$ cat config.mk
export PLATFORM = sky130hd
export DESIGN_NAME = swuart_slave
export DESIGN_NICKNAME = d
export VERILOG_FILES = /design/src/hw/swuart_pkg.sv /design/src/hw/swuart_slave.sv
export SDC_FILE = /design/constraint.sdc
export NUM_CORES = 1
export LEC_CHECK = 0
export BUFFER_PORTS_ARGS = -buffer_cell sky130_fd_sc_hd__buf_2
export CAP_MARGIN = 20
export CELL_PAD_IN_SITES_DETAIL_PLACEMENT = 1
export CELL_PAD_IN_SITES_GLOBAL_PLACEMENT = 2
export CORE_ASPECT_RATIO = 1.1
export CORE_MARGIN = 3
export CORE_UTILIZATION = 45
export DETAILED_ROUTE_END_ITERATION = 10
export GPL_ROUTABILITY_DRIVEN = 1
export GPL_TIMING_DRIVEN = 0
export HOLD_SLACK_MARGIN = 0.15
export PLACE_DENSITY = 0.77
export SLEW_MARGIN = 25
export SYNTH_ARGS = -nofsm -noshare
export SYNTH_HDL_FRONTEND = slang
export SYNTH_SLANG_ARGS = --single-unit
$ cat constraint.sdc
create_clock -name I_MCLK -period 8.1 [get_ports I_MCLK]
set_input_delay 0.81 -clock I_MCLK [delete_from_list [all_inputs] [get_ports I_MCLK]]
set_output_delay 0.81 -clock I_MCLK [all_outputs]
set_load 0.05 [all_outputs]
$ cat src/hw/swuart_pkg.sv
// Constants for the single-wire UART slave with read replies and CRC
// Overview of operation
// - Read request is 4 bytes: sync, slave address, read flag plus register, CRC.
// - Reply goes out at the baud rate measured from the request.
// - Reply waits a turnaround of eight-bit-time steps, default eight bit times.
// - Reply is 8 bytes: sync, address 0xff, register, 32 data bits, CRC.
// - Reply data goes most significant byte first.
// - Address 0xff is reserved for replies; no node owns it.
// - Driver is released four bit times after the reply's last stop bit.
// - CRC8 x^8+x^2+x+1, zero seed, over all prior bytes, LSB first.
// - Sync nibble is taken as correct when checking the CRC.
// - Only datagrams with good CRC and own address are acted on.
// - Datagram counter counts accepted writes only and wraps at 8 bits.
// - One non-inverted two-way pin carries both receive and transmit.
// - Node address low bit from first select pin, high bit from second.
// - Line is watched except while a reply is pending, being sent or in its four release bit times, or a write waits for room in a full queue.
// - Bit time is remeasured from each sync nibble.
// - Driver is enabled only while a read reply is being sent and for the four release bit times after it.
// - Bytes have low start and high stop; bit time is a quarter of start to second sync fall.
// - Register byte top bit: zero is read, one is write.
// - Over 63 bit times between byte starts resets reception; 12 idle recover.
// - Line rests high when nobody transmits.
package swuart_pkg;
  localparam logic [3:0] SYNC_NIBBLE          = 4'h5;
  localparam logic [3:0] SYNC_RESERVED        = 4'h0;
  localparam logic [7:0] MASTER_ADDR          = 8'hff;
  localparam logic [7:0] CRC_POLY             = 8'h07;
  localparam logic [7:0] CRC_SEED             = 8'h00;
  localparam int         ADDR_BYTE            = 1;
  localparam int         REG_BYTE             = 2;
  localparam int         RW_FLAG_BIT          = 7;
  localparam int         SHORT_LAST_BYTE      = 3;
  localparam int         LONG_LAST_BYTE       = 7;
  localparam int         STOP_BIT_IDX         = 8;
  localparam int         FRAME_LAST_BIT       = 9;
  localparam int         GAP_BIT_TIMES        = 63;
  localparam int         RECOVER_BIT_TIMES    = 12;
  localparam int         RELEASE_BIT_TIMES    = 4;
  localparam int         DELAY_STEP_BIT_TIMES = 8;
  localparam logic [3:0] DELAY_STEPS_DEFAULT  = 4'h1;
  localparam int         GLITCH_CYCLES        = 16;
  localparam int         FIFO_DEPTH           = 16;
  localparam logic       LINE_IDLE            = 1'b1;
endpackage

$ cat src/hw/swuart_slave.sv
// Single-wire UART slave: request receiver, reply sender and write queue
`timescale 1ns/10ps
module swuart_fifo #(
  parameter int WIDTH = 39,
  parameter int DEPTH = swuart_pkg::FIFO_DEPTH
) (
  input  wire logic             i_clk,
  input  wire logic             i_rst_n,
  input  wire logic             i_in_valid,
  output logic                  o_in_ready,
  input  wire logic [WIDTH-1:0] i_in_data,
  output logic                  o_out_valid,
  input  wire logic             i_out_ready,
  output logic      [WIDTH-1:0] o_out_data
);
  // Pointers wrap naturally, so DEPTH must be a power of two
  localparam int          AW   = $clog2(DEPTH);
  localparam logic [AW:0] FULL = (AW+1)'(DEPTH);

  logic [WIDTH-1:0] mem [DEPTH];
  logic [AW-1:0]    wr_ptr;
  logic [AW-1:0]    rd_ptr;
  logic [AW:0]      fill;
  wire              push;
  wire              pop;

  assign o_in_ready  = (fill != FULL);
  assign o_out_valid = (fill != '0);
  assign o_out_data  = mem[rd_ptr];
  assign push        = i_in_valid && o_in_ready;
  assign pop         = o_out_valid && i_out_ready;

  always_ff @(posedge i_clk)
  begin
    if (!i_rst_n)
    begin
      wr_ptr <= '0;
      rd_ptr <= '0;
      fill   <= '0;
    end
    else
    begin
      wr_ptr <= wr_ptr + AW'(push);
      rd_ptr <= rd_ptr + AW'(pop);
      fill   <= fill + (AW+1)'(push) - (AW+1)'(pop);
    end
  end

  always_ff @(posedge i_clk)
  begin
    if (push)
      mem[wr_ptr] <= i_in_data;
  end
endmodule

module swuart_slave #(
  parameter int BIT_W = 16
) (
  input  wire logic        I_MCLK,
  input  wire logic        I_RST_N,
  input  wire logic        I_SERIAL_LINE_PIN,
  output logic             O_SERIAL_LINE_PIN,
  output logic             O_SERIAL_LINE_OE,
  input  wire logic        I_ADDR_SELECT_LOW_PIN,
  input  wire logic        I_ADDR_SELECT_HIGH_PIN,
  input  wire logic [3:0]  I_REPLY_TURNAROUND_DELAY,
  output logic             O_RD_REQ,
  output logic      [6:0]  O_RD_ADDR,
  input  wire logic [31:0] I_RD_DATA,
  output logic             O_WR_VALID,
  input  wire logic        I_WR_READY,
  output logic      [6:0]  O_WR_ADDR,
  output logic      [31:0] O_WR_DATA,
  output logic      [7:0]  O_DGRAM_CNT
);
  localparam int CNT_W = BIT_W + 6;

  typedef enum logic [2:0] {R_IDLE, R_SYNC, R_BITS, R_GAP, R_PUSH, R_RECOVER} rx_state_t;
  typedef enum logic [1:0] {T_IDLE, T_DELAY, T_SEND, T_RELEASE} tx_state_t;

  rx_state_t        rx_state;
  rx_state_t        next_rx_state;
  logic [CNT_W-1:0] rx_tmr;
  logic [CNT_W-1:0] next_rx_tmr;
  logic [CNT_W-1:0] gap_tmr;
  logic [CNT_W-1:0] next_gap_tmr;
  logic [BIT_W-1:0] bit_time;
  logic [BIT_W-1:0] next_bit_time;
  logic             edge_seen;
  logic             next_edge_seen;
  logic [3:0]       bit_idx;
  logic [3:0]       next_bit_idx;
  logic [7:0]       shreg;
  logic [7:0]       next_shreg;
  logic [2:0]       byte_idx;
  logic [2:0]       next_byte_idx;
  logic [63:0]      dgram;
  logic [63:0]      next_dgram;
  logic [7:0]       rx_crc;
  logic [7:0]       next_rx_crc;
  logic             line_prev;
  logic [1:0]       node_address;
  logic [7:0]       dgram_cnt;

  tx_state_t        tx_state;
  tx_state_t        next_tx_state;
  logic [BIT_W-1:0] tx_bit_time;
  logic [BIT_W-1:0] next_tx_bit_time;
  logic [BIT_W-1:0] tx_tmr;
  logic [BIT_W-1:0] next_tx_tmr;
  logic [6:0]       tx_cnt;
  logic [6:0]       next_tx_cnt;
  logic [2:0]       tx_byte_idx;
  logic [2:0]       next_tx_byte_idx;
  logic [63:0]      tx_frame;
  logic [63:0]      next_tx_frame;
  logic [7:0]       tx_crc;
  logic [7:0]       next_tx_crc;
  logic [9:0]       tx_shift;
  logic [9:0]       next_tx_shift;
  logic             tx_oe;
  logic             next_tx_oe;

  function automatic logic [7:0] crc_byte(input logic [7:0] crc, input logic [7:0] data);
    logic [7:0] c;
    c = crc;
    for (int i = 0; i < 8; i++)
    begin
      if (c[7] ^ data[i])
        c = {c[6:0], 1'b0} ^ swuart_pkg::CRC_POLY;
      else
        c = {c[6:0], 1'b0};
    end
    return c;
  endfunction

  // Receive decode
  wire             line_in   = I_SERIAL_LINE_PIN;
  wire             rx_fall   = line_prev && !line_in;
  wire             tx_idle   = (tx_state == T_IDLE);
  wire [CNT_W-1:0] bit_lim   = CNT_W'(bit_time) - 1'b1;
  wire [CNT_W-1:0] half_bit  = CNT_W'(bit_time[BIT_W-1:1]);
  wire [CNT_W-1:0] gap_limit = CNT_W'(bit_time) * CNT_W'(swuart_pkg::GAP_BIT_TIMES);
  wire [CNT_W-1:0] rec_limit = CNT_W'(bit_time) * CNT_W'(swuart_pkg::RECOVER_BIT_TIMES);
  wire             stop_slot = (rx_state == R_BITS) && (rx_tmr == '0)
                               && (bit_idx == 4'(swuart_pkg::STOP_BIT_IDX));
  wire             byte_done = stop_slot && line_in;
  // The received nibble is replaced by the known pattern before the CRC
  wire [7:0]       rx_byte   = (byte_idx == '0) ? {shreg[7:4], swuart_pkg::SYNC_NIBBLE}
                                                : shreg;
  wire             rw_write  = dgram[8*swuart_pkg::REG_BYTE + swuart_pkg::RW_FLAG_BIT];
  wire             last_rd   = (byte_idx == 3'(swuart_pkg::SHORT_LAST_BYTE)) && !rw_write;
  wire             last_wr   = (byte_idx == 3'(swuart_pkg::LONG_LAST_BYTE));
  wire             crc_ok    = (rx_crc == rx_byte);
  // Node address never reaches 0xff, so reply echoes are never taken
  wire             addr_ok   = (dgram[8*swuart_pkg::ADDR_BYTE +: 8] == {6'h00, node_address});
  wire             rd_accept = byte_done && last_rd && crc_ok && addr_ok;
  wire             fifo_ready;
  wire             push_fire = (rx_state == R_PUSH) && fifo_ready;

  always_comb
  begin
    next_rx_state  = rx_state;
    next_rx_tmr    = rx_tmr;
    next_gap_tmr   = gap_tmr + 1'b1;
    next_bit_time  = bit_time;
    next_edge_seen = edge_seen;
    next_bit_idx   = bit_idx;
    next_shreg     = shreg;
    next_byte_idx  = byte_idx;
    next_dgram     = dgram;
    next_rx_crc    = rx_crc;
    unique case (rx_state)
      R_IDLE:
      begin
        next_gap_tmr = '0;
        // Own echo is ignored while the reply is pending or on the line
        if (rx_fall && tx_idle)
        begin
          next_rx_state  = R_SYNC;
          next_rx_tmr    = CNT_W'(1);
          next_edge_seen = 1'b0;
        end
      end
      R_SYNC:
      begin
        next_rx_tmr = rx_tmr + 1'b1;
        if ((line_in && rx_tmr < CNT_W'(swuart_pkg::GLITCH_CYCLES)) || (&rx_tmr))
        begin
          next_rx_state = R_RECOVER;
          next_rx_tmr   = '0;
        end
        else if (rx_fall && edge_seen)
        begin
          next_bit_time = rx_tmr[BIT_W+1:2];
          next_rx_tmr   = rx_tmr >> 3;
          next_bit_idx  = 4'd3;
          next_byte_idx = '0;
          next_rx_crc   = swuart_pkg::CRC_SEED;
          next_rx_state = R_BITS;
        end
        else if (rx_fall)
          next_edge_seen = 1'b1;
      end
      R_BITS:
      begin
        if (rx_tmr != '0)
          next_rx_tmr = rx_tmr - 1'b1;
        else if (!stop_slot)
        begin
          next_shreg   = {line_in, shreg[7:1]};
          next_bit_idx = bit_idx + 1'b1;
          next_rx_tmr  = bit_lim;
        end
        else if (!line_in)
        begin
          next_rx_state = R_RECOVER;
          next_rx_tmr   = '0;
        end
        else
        begin
          next_dgram[{byte_idx, 3'b000} +: 8] = rx_byte;
          next_rx_crc   = crc_byte(rx_crc, rx_byte);
          next_byte_idx = byte_idx + 1'b1;
          next_rx_state = R_GAP;
          if (last_rd || last_wr)
          begin
            next_rx_tmr = '0;
            if (!crc_ok)
              next_rx_state = R_RECOVER;
            else if (addr_ok && last_wr)
              next_rx_state = R_PUSH;
            else
              next_rx_state = R_IDLE;
          end
        end
      end
      R_GAP:
      begin
        if (gap_tmr > gap_limit)
        begin
          next_rx_state = R_RECOVER;
          next_rx_tmr   = '0;
        end
        else if (rx_fall)
        begin
          next_gap_tmr  = '0;
          next_rx_tmr   = CNT_W'(bit_time) + half_bit;
          next_bit_idx  = '0;
          next_rx_state = R_BITS;
        end
      end
      R_PUSH:
      begin
        // Bytes that arrive while the queue is full are lost
        if (fifo_ready)
          next_rx_state = R_IDLE;
      end
      R_RECOVER:
      begin
        if (!line_in)
          next_rx_tmr = '0;
        else if (rx_tmr >= rec_limit)
          next_rx_state = R_IDLE;
        else
          next_rx_tmr = rx_tmr + 1'b1;
      end
      default:
        next_rx_state = R_IDLE;
    endcase
  end

  always_ff @(posedge I_MCLK)
  begin
    if (!I_RST_N)
    begin
      rx_state     <= R_IDLE;
      rx_tmr       <= '0;
      gap_tmr      <= '0;
      bit_time     <= '1;
      edge_seen    <= 1'b0;
      bit_idx      <= '0;
      shreg        <= '0;
      byte_idx     <= '0;
      dgram        <= '0;
      rx_crc       <= swuart_pkg::CRC_SEED;
      line_prev    <= swuart_pkg::LINE_IDLE;
      node_address <= '0;
      dgram_cnt    <= '0;
    end
    else
    begin
      rx_state     <= next_rx_state;
      rx_tmr       <= next_rx_tmr;
      gap_tmr      <= next_gap_tmr;
      bit_time     <= next_bit_time;
      edge_seen    <= next_edge_seen;
      bit_idx      <= next_bit_idx;
      shreg        <= next_shreg;
      byte_idx     <= next_byte_idx;
      dgram        <= next_dgram;
      rx_crc       <= next_rx_crc;
      line_prev    <= line_in;
      node_address <= {I_ADDR_SELECT_HIGH_PIN, I_ADDR_SELECT_LOW_PIN};
      dgram_cnt    <= dgram_cnt + 8'(push_fire);
    end
  end

  // Reply sender
  wire [3:0]  delay_steps = (I_REPLY_TURNAROUND_DELAY == '0) ? swuart_pkg::DELAY_STEPS_DEFAULT
                                                           : I_REPLY_TURNAROUND_DELAY;
  wire [6:0]  delay_last  = 7'(delay_steps) * 7'(swuart_pkg::DELAY_STEP_BIT_TIMES) - 7'd1;
  wire        tx_tick     = (tx_tmr == '0);
  wire        byte_end    = tx_tick && (tx_cnt == 7'(swuart_pkg::FRAME_LAST_BIT));
  wire [7:0]  tx_nbyte    = (tx_byte_idx == 3'(swuart_pkg::LONG_LAST_BYTE - 1)) ? tx_crc
                            : tx_frame[{tx_byte_idx + 3'd1, 3'b000} +: 8];
  wire [63:0] reply_frame = {8'h00, I_RD_DATA[7:0], I_RD_DATA[15:8], I_RD_DATA[23:16],
                             I_RD_DATA[31:24], dgram[8*swuart_pkg::REG_BYTE +: 8],
                             swuart_pkg::MASTER_ADDR, swuart_pkg::SYNC_RESERVED,
                             swuart_pkg::SYNC_NIBBLE};

  always_comb
  begin
    next_tx_state    = tx_state;
    next_tx_bit_time = tx_bit_time;
    next_tx_tmr      = tx_tick ? tx_bit_time - 1'b1 : tx_tmr - 1'b1;
    next_tx_cnt      = tx_tick ? tx_cnt + 1'b1 : tx_cnt;
    next_tx_byte_idx = tx_byte_idx;
    next_tx_frame    = tx_frame;
    next_tx_crc      = tx_crc;
    next_tx_shift    = tx_shift;
    next_tx_oe       = tx_oe;
    unique case (tx_state)
      T_IDLE:
      begin
        next_tx_tmr = '0;
        next_tx_cnt = '0;
        if (rd_accept)
        begin
          next_tx_state    = T_DELAY;
          next_tx_bit_time = bit_time;
          next_tx_tmr      = bit_time - 1'b1;
          next_tx_frame    = reply_frame;
        end
      end
      T_DELAY:
      begin
        if (tx_tick && tx_cnt == delay_last)
        begin
          next_tx_state    = T_SEND;
          next_tx_cnt      = '0;
          next_tx_byte_idx = '0;
          next_tx_shift    = {1'b1, tx_frame[7:0], 1'b0};
          next_tx_crc      = crc_byte(swuart_pkg::CRC_SEED, tx_frame[7:0]);
          next_tx_oe       = 1'b1;
        end
      end
      T_SEND:
      begin
        if (tx_tick)
          next_tx_shift = {1'b1, tx_shift[9:1]};
        if (byte_end)
        begin
          next_tx_cnt = '0;
          if (tx_byte_idx == 3'(swuart_pkg::LONG_LAST_BYTE))
            next_tx_state = T_RELEASE;
          else
          begin
            next_tx_byte_idx = tx_byte_idx + 1'b1;
            next_tx_shift    = {1'b1, tx_nbyte, 1'b0};
            next_tx_crc      = crc_byte(tx_crc, tx_nbyte);
          end
        end
      end
      T_RELEASE:
      begin
        // Line is held high until the driver lets go
        if (tx_tick && tx_cnt == 7'(swuart_pkg::RELEASE_BIT_TIMES - 1))
        begin
          next_tx_state = T_IDLE;
          next_tx_oe    = 1'b0;
        end
      end
    endcase
  end

  always_ff @(posedge I_MCLK)
  begin
    if (!I_RST_N)
    begin
      tx_state    <= T_IDLE;
      tx_bit_time <= '1;
      tx_tmr      <= '0;
      tx_cnt      <= '0;
      tx_byte_idx <= '0;
      tx_frame    <= '0;
      tx_crc      <= swuart_pkg::CRC_SEED;
      tx_shift    <= '1;
      tx_oe       <= 1'b0;
    end
    else
    begin
      tx_state    <= next_tx_state;
      tx_bit_time <= next_tx_bit_time;
      tx_tmr      <= next_tx_tmr;
      tx_cnt      <= next_tx_cnt;
      tx_byte_idx <= next_tx_byte_idx;
      tx_frame    <= next_tx_frame;
      tx_crc      <= next_tx_crc;
      tx_shift    <= next_tx_shift;
      tx_oe       <= next_tx_oe;
    end
  end

  assign O_SERIAL_LINE_PIN = tx_shift[0];
  assign O_SERIAL_LINE_OE  = tx_oe;
  assign O_RD_REQ          = rd_accept;
  assign O_RD_ADDR         = dgram[8*swuart_pkg::REG_BYTE +: 7];
  assign O_DGRAM_CNT       = dgram_cnt;

  swuart_fifo #(
    .WIDTH (39),
    .DEPTH (swuart_pkg::FIFO_DEPTH)
  ) u_wr_fifo (
    .i_clk       (I_MCLK),
    .i_rst_n     (I_RST_N),
    .i_in_valid  (rx_state == R_PUSH),
    .o_in_ready  (fifo_ready),
    .i_in_data   ({dgram[22:16], dgram[31:24], dgram[39:32], dgram[47:40], dgram[55:48]}),
    .o_out_valid (O_WR_VALID),
    .i_out_ready (I_WR_READY),
    .o_out_data  ({O_WR_ADDR, O_WR_DATA})
  );
endmodule
==> results.py <==
metrics = {
    "route": {
        "routed_wl_um": 125000,
        "drc": 0,
        "first_pass_iters": 5,
        "routedWlPerCell_um": 27.3,
        "drt_iter0_markers": 2012,
        "vias": 27400,
        "viasPerCell": 5.96,
        "ant_nets": 0,
    },
    "die": {
        "ios": 100,
        "die_w_um": 294,
        "start_util_pct": 45.7,
        "dieArea_sq_mm": 0.0950,
        "row_count": 115,
        "die_h_um": 323,
        "core_area_sq_mm": 0.0899,
    },
    "clocking": {
        "cts_tree": "built",
        "cts_root_buf": "clkbuf_16",
        "cts-resized-gates": 1,
        "cts_buffer_depth": 3,
        "cts_hold_buf": 0,
        "post_cts_buffers": 0,
        "h-tree-depth": 3,
        "clk_pin_slew_ps": 70,
        "cts_sinks": 887,
        "numCtsBuffers": 92,
        "clock_latency_ps": 680,
    },
    "sta": {
        "hold_viol_final": 0,
        "finalMaxSlewViolations": 0,
        "setup_violations": 0,
        "finClkSkew_ps": 24.1,
        "fmax_mhz": 131,
        "setup_tns_ps": 0,
        "max_slew_margin_pct": 31.9,
        "period_share_pct": 94.6,
        "tightest_slew_ps": 1020,
        "finalCriticalPeriod_ps": 7660,
        "rsz0062_at_grt": "false",
    },
    "critical_path": {
        "end_kind": "flop",
        "timing.rr.end": "rx_tmr[11]",
        "rr_worst_depth": 25,
        "cp-startpoint": "bit_time[1]",
        "r2r_slack_ps": 440,
        "cp.arrival_ps": 8230,
        "endpoint": "rx_tmr[11]",
        "startpoint_type": "flop",
        "crit_required_ps": 8670,
        "critical_path_class": "flop to flop",
        "r2r_start": "bit_time[1]",
        "critPathMaxFanout": 10,
    },
    "power_and_ir_drop": {
        "p_leak_nw": 16.9,
        "pwr-share-clk_pct": 36.6,
        "power_density_mw_per_mm2": 258,
        "ir_worst_vdd_uv": 159,
        "p_int_mw": 8.65,
        "pwr-share-comb_pct": 23.3,
        "seqPwrFrac_pct": 40.2,
        "power_mw": 12.2,
        "swShare_pct": 29.3,
        "power.switching_mw": 3.58,
    },
    "logic_synthesis": {
        "synth_cell_types": 81,
        "avgSynthCellArea_sq_um": 13.3,
        "yosys.area.top_type": "edfxtp_1",
        "yosys-top-cells-area": "edfxtp_1 46%, dfxtp_1 13%, mux4_2 11%",
        "ys_ff_latch": 887,
        "netlist_area_sq_mm": 0.0411,
        "async_flop_share_pct": 0,
        "synth_edf_count": 624,
        "syn-num-nets": 3317,
        "syn_inst": 3093,
        "yosysSeqAreaShare_pct": 58.4,
        "dominantRegCellSynth": "edfxtp_1",
        "synth_top_area_share_pct": 45.6,
        "synth_warnings": 0,
    },
    "final_layout": {
        "postLayoutCoreUtil_pct": 52.7,
        "drive_above_1_share_pct": 17.0,
        "syn_to_final_growth_pct": 15.4,
        "fillCellCount": 8917,
        "layout.nets": 3567,
    },
    "global_route": {
        "antenna_found_initial": 3,
        "grt_pass1_wl_um": 188000,
        "grt_max_degree": 20,
        "grt_pass1_vias": 29300,
        "grt-ovfl-total": 0,
        "track_usage_pct": 26.4,
    },
    "placed_design": {
        "io_buffers": 98,
        "gp_congestion": 0.885,
        "hpwlAfterDp_um": 90600,
    },
    "job": {
        "maxCapViolations": 0,
    },
    "min_path": {
        "hp-class": "input pin to flop",
    },
    "run_status": {
        "outcome": "complete, no violations",
    },
}
power groups by stage:
stage          clock [mW]  sequential [mW]  combinational (mW)
2_1_floorplan           0             5.00                2.04
3_3_place_gp            0             5.02                2.75
3_5_place_dp            0             5.01                2.85
4_1_cts              4.55             4.91                2.87
5_1_grt              4.75             4.92                3.02
6_report             4.47             4.91                2.85
Yosys cell counts (all sizes together) (13+ instances only):
library cell and count:
edfxtp 624, nand2 321, dfxtp 263, mux4 195, nor2 194, a21oi 167
inv 150, clkbuf 142, ha 137, xnor2 92, xor2 73, o21ai 67
nand3 60, o211ai 49, fa 45, nor3 41, and3 32, buf 32
mux2i 28, a31oi 27, and2 23, a21o 20, nand4 19, o22ai 19
a211oi 18, nand2b 16, nor4 16, nor2b 14, o221ai 14, or3 14
or4 14, a22o 13, a22oi 13
metrics by stage:
| step | hold slack [ps] | cells | instance area (sq um) | setup WS (ps) |
|---|---|---|---|---|
| after floorplan | 415 | 3093 | 41100 | 1780 |
| after global placement | 434 | 4361 | 43100 | -576 |
| after detailed placement | 431 | 4419 | 44200 | -127 |
| after CTS | 352 | 4591 | 47400 | 103 |
| after global routing | 382 | 4591 | 47400 | 72.7 |
| final | 397 | 4593 | 47400 | 441 |
per-layer routing:
metal	GRT usage (%)	share of wire (%)	up-vias
met5	0	0	-
met4	8.70	3.2	0
met3	3.49	4.7	247
met2	47.8	52	824
met1	32.7	40	14200
li1	-	-	12100
final cells by class:
class	instances	area (sq um)	area share, %
clock buffer	124	2530	5.34
timing repair buffer	156	1480	3.12
tap	1170	1460	3.09
antenna	2	5.00	0.0106
clock inverter	48	676	1.42
sequential	887	24000	50.6
inverter	151	567	1.19
buffer	174	729	1.54
multi-input combinational	1881	16000	33.7
worst min-delay path by stage:
stage	slack, ps	cells past startpoint	endpoint	start
5_1_grt	380	3	tx_frame[34]	I_RD_DATA[18]
2_1_floorplan	410	1	tx_shift[9]	tx_shift[9]
4_1_cts	350	3	tx_frame[41]	I_RD_DATA[9]
3_5_place_dp	430	1	tx_shift[9]	tx_shift[9]
6_report	400	3	tx_frame[42]	I_RD_DATA[10]
3_3_place_gp	430	1	tx_shift[9]	tx_shift[9]
placed cells by master (no fill, tap or decap), types with 16 or more instances in the layout:
master,netlist,layout
xor2_1,73,73
edfxtp_1,624,624
a21o_1,20,20
a211oi_1,18,18
nor3_1,41,36
nand4_1,19,19
fa_1,45,45
dfxtp_1,263,262
nor2_1,194,182
o21ai_0,66,65
a21oi_1,167,167
clkbuf_2,0,18
buf_4,7,32
nand2_1,320,320
nand3_1,60,60
o22ai_1,19,19
mux2i_1,28,28
o211ai_1,49,49
ha_1,137,137
inv_1,148,148
clkbuf_16,0,93
mux4_2,195,195
buf_2,6,108
a31oi_1,27,27
buf_16,0,25
clkbuf_1,142,150
nand2b_1,16,16
and2_1,23,23
xnor2_1,92,92
and3_1,32,32
worst max-delay path, stage by stage, from the launching register on:
cell and delay [ps]:
dfxtp_1 540, inv_1 260, fa_1 580, inv_1 70, fa_1 500, inv_1 50
fa_1 540, inv_1 50, ha_1 340, a21oi_1 150, o21ai_0 150, o311a_1 380
o31ai_1 430, a31oi_1 190, nor4_1 260, a311oi_1 130, ha_1 330, nand4_1 150
nor4_2 390, nand2_1 100, o211ai_1 210, o21a_1 330, o221ai_2 340, or2_2 400
clkbuf_1 340, o22ai_1 340
sequential cells by signal, summed over array words and instances, names as in the netlist, 5 cells and up:
signal and count:
u_wr_fifo.mem 624, dgram 48, tx_frame 41, gap_tmr 22, rx_tmr 22, bit_time 16, tx_bit_time 16, tx_tmr 16
tx_shift 10, O_DGRAM_CNT 8, rx_crc 8, shreg 8, tx_crc 8, tx_cnt 7, u_wr_fifo.fill 5
kinds of logic (layout without fill, tap and decap cells):
family | after synthesis | after routing | synth area share, %
other | 0 | 2 | 0
multiplexers | 230 | 230 | 11.6
XOR/XNOR | 166 | 166 | 3.57
buffers and inverters | 325 | 653 | 3.09
AND/OR/NAND/NOR | 799 | 799 | 8.90
adder cells (fa/ha/maj) | 182 | 182 | 6.36
flip-flops | 887 | 887 | 58.4
AO/OA/AOI/OAI | 504 | 504 | 8.12
Note: power is estimated with default switching activity, not from simulation.
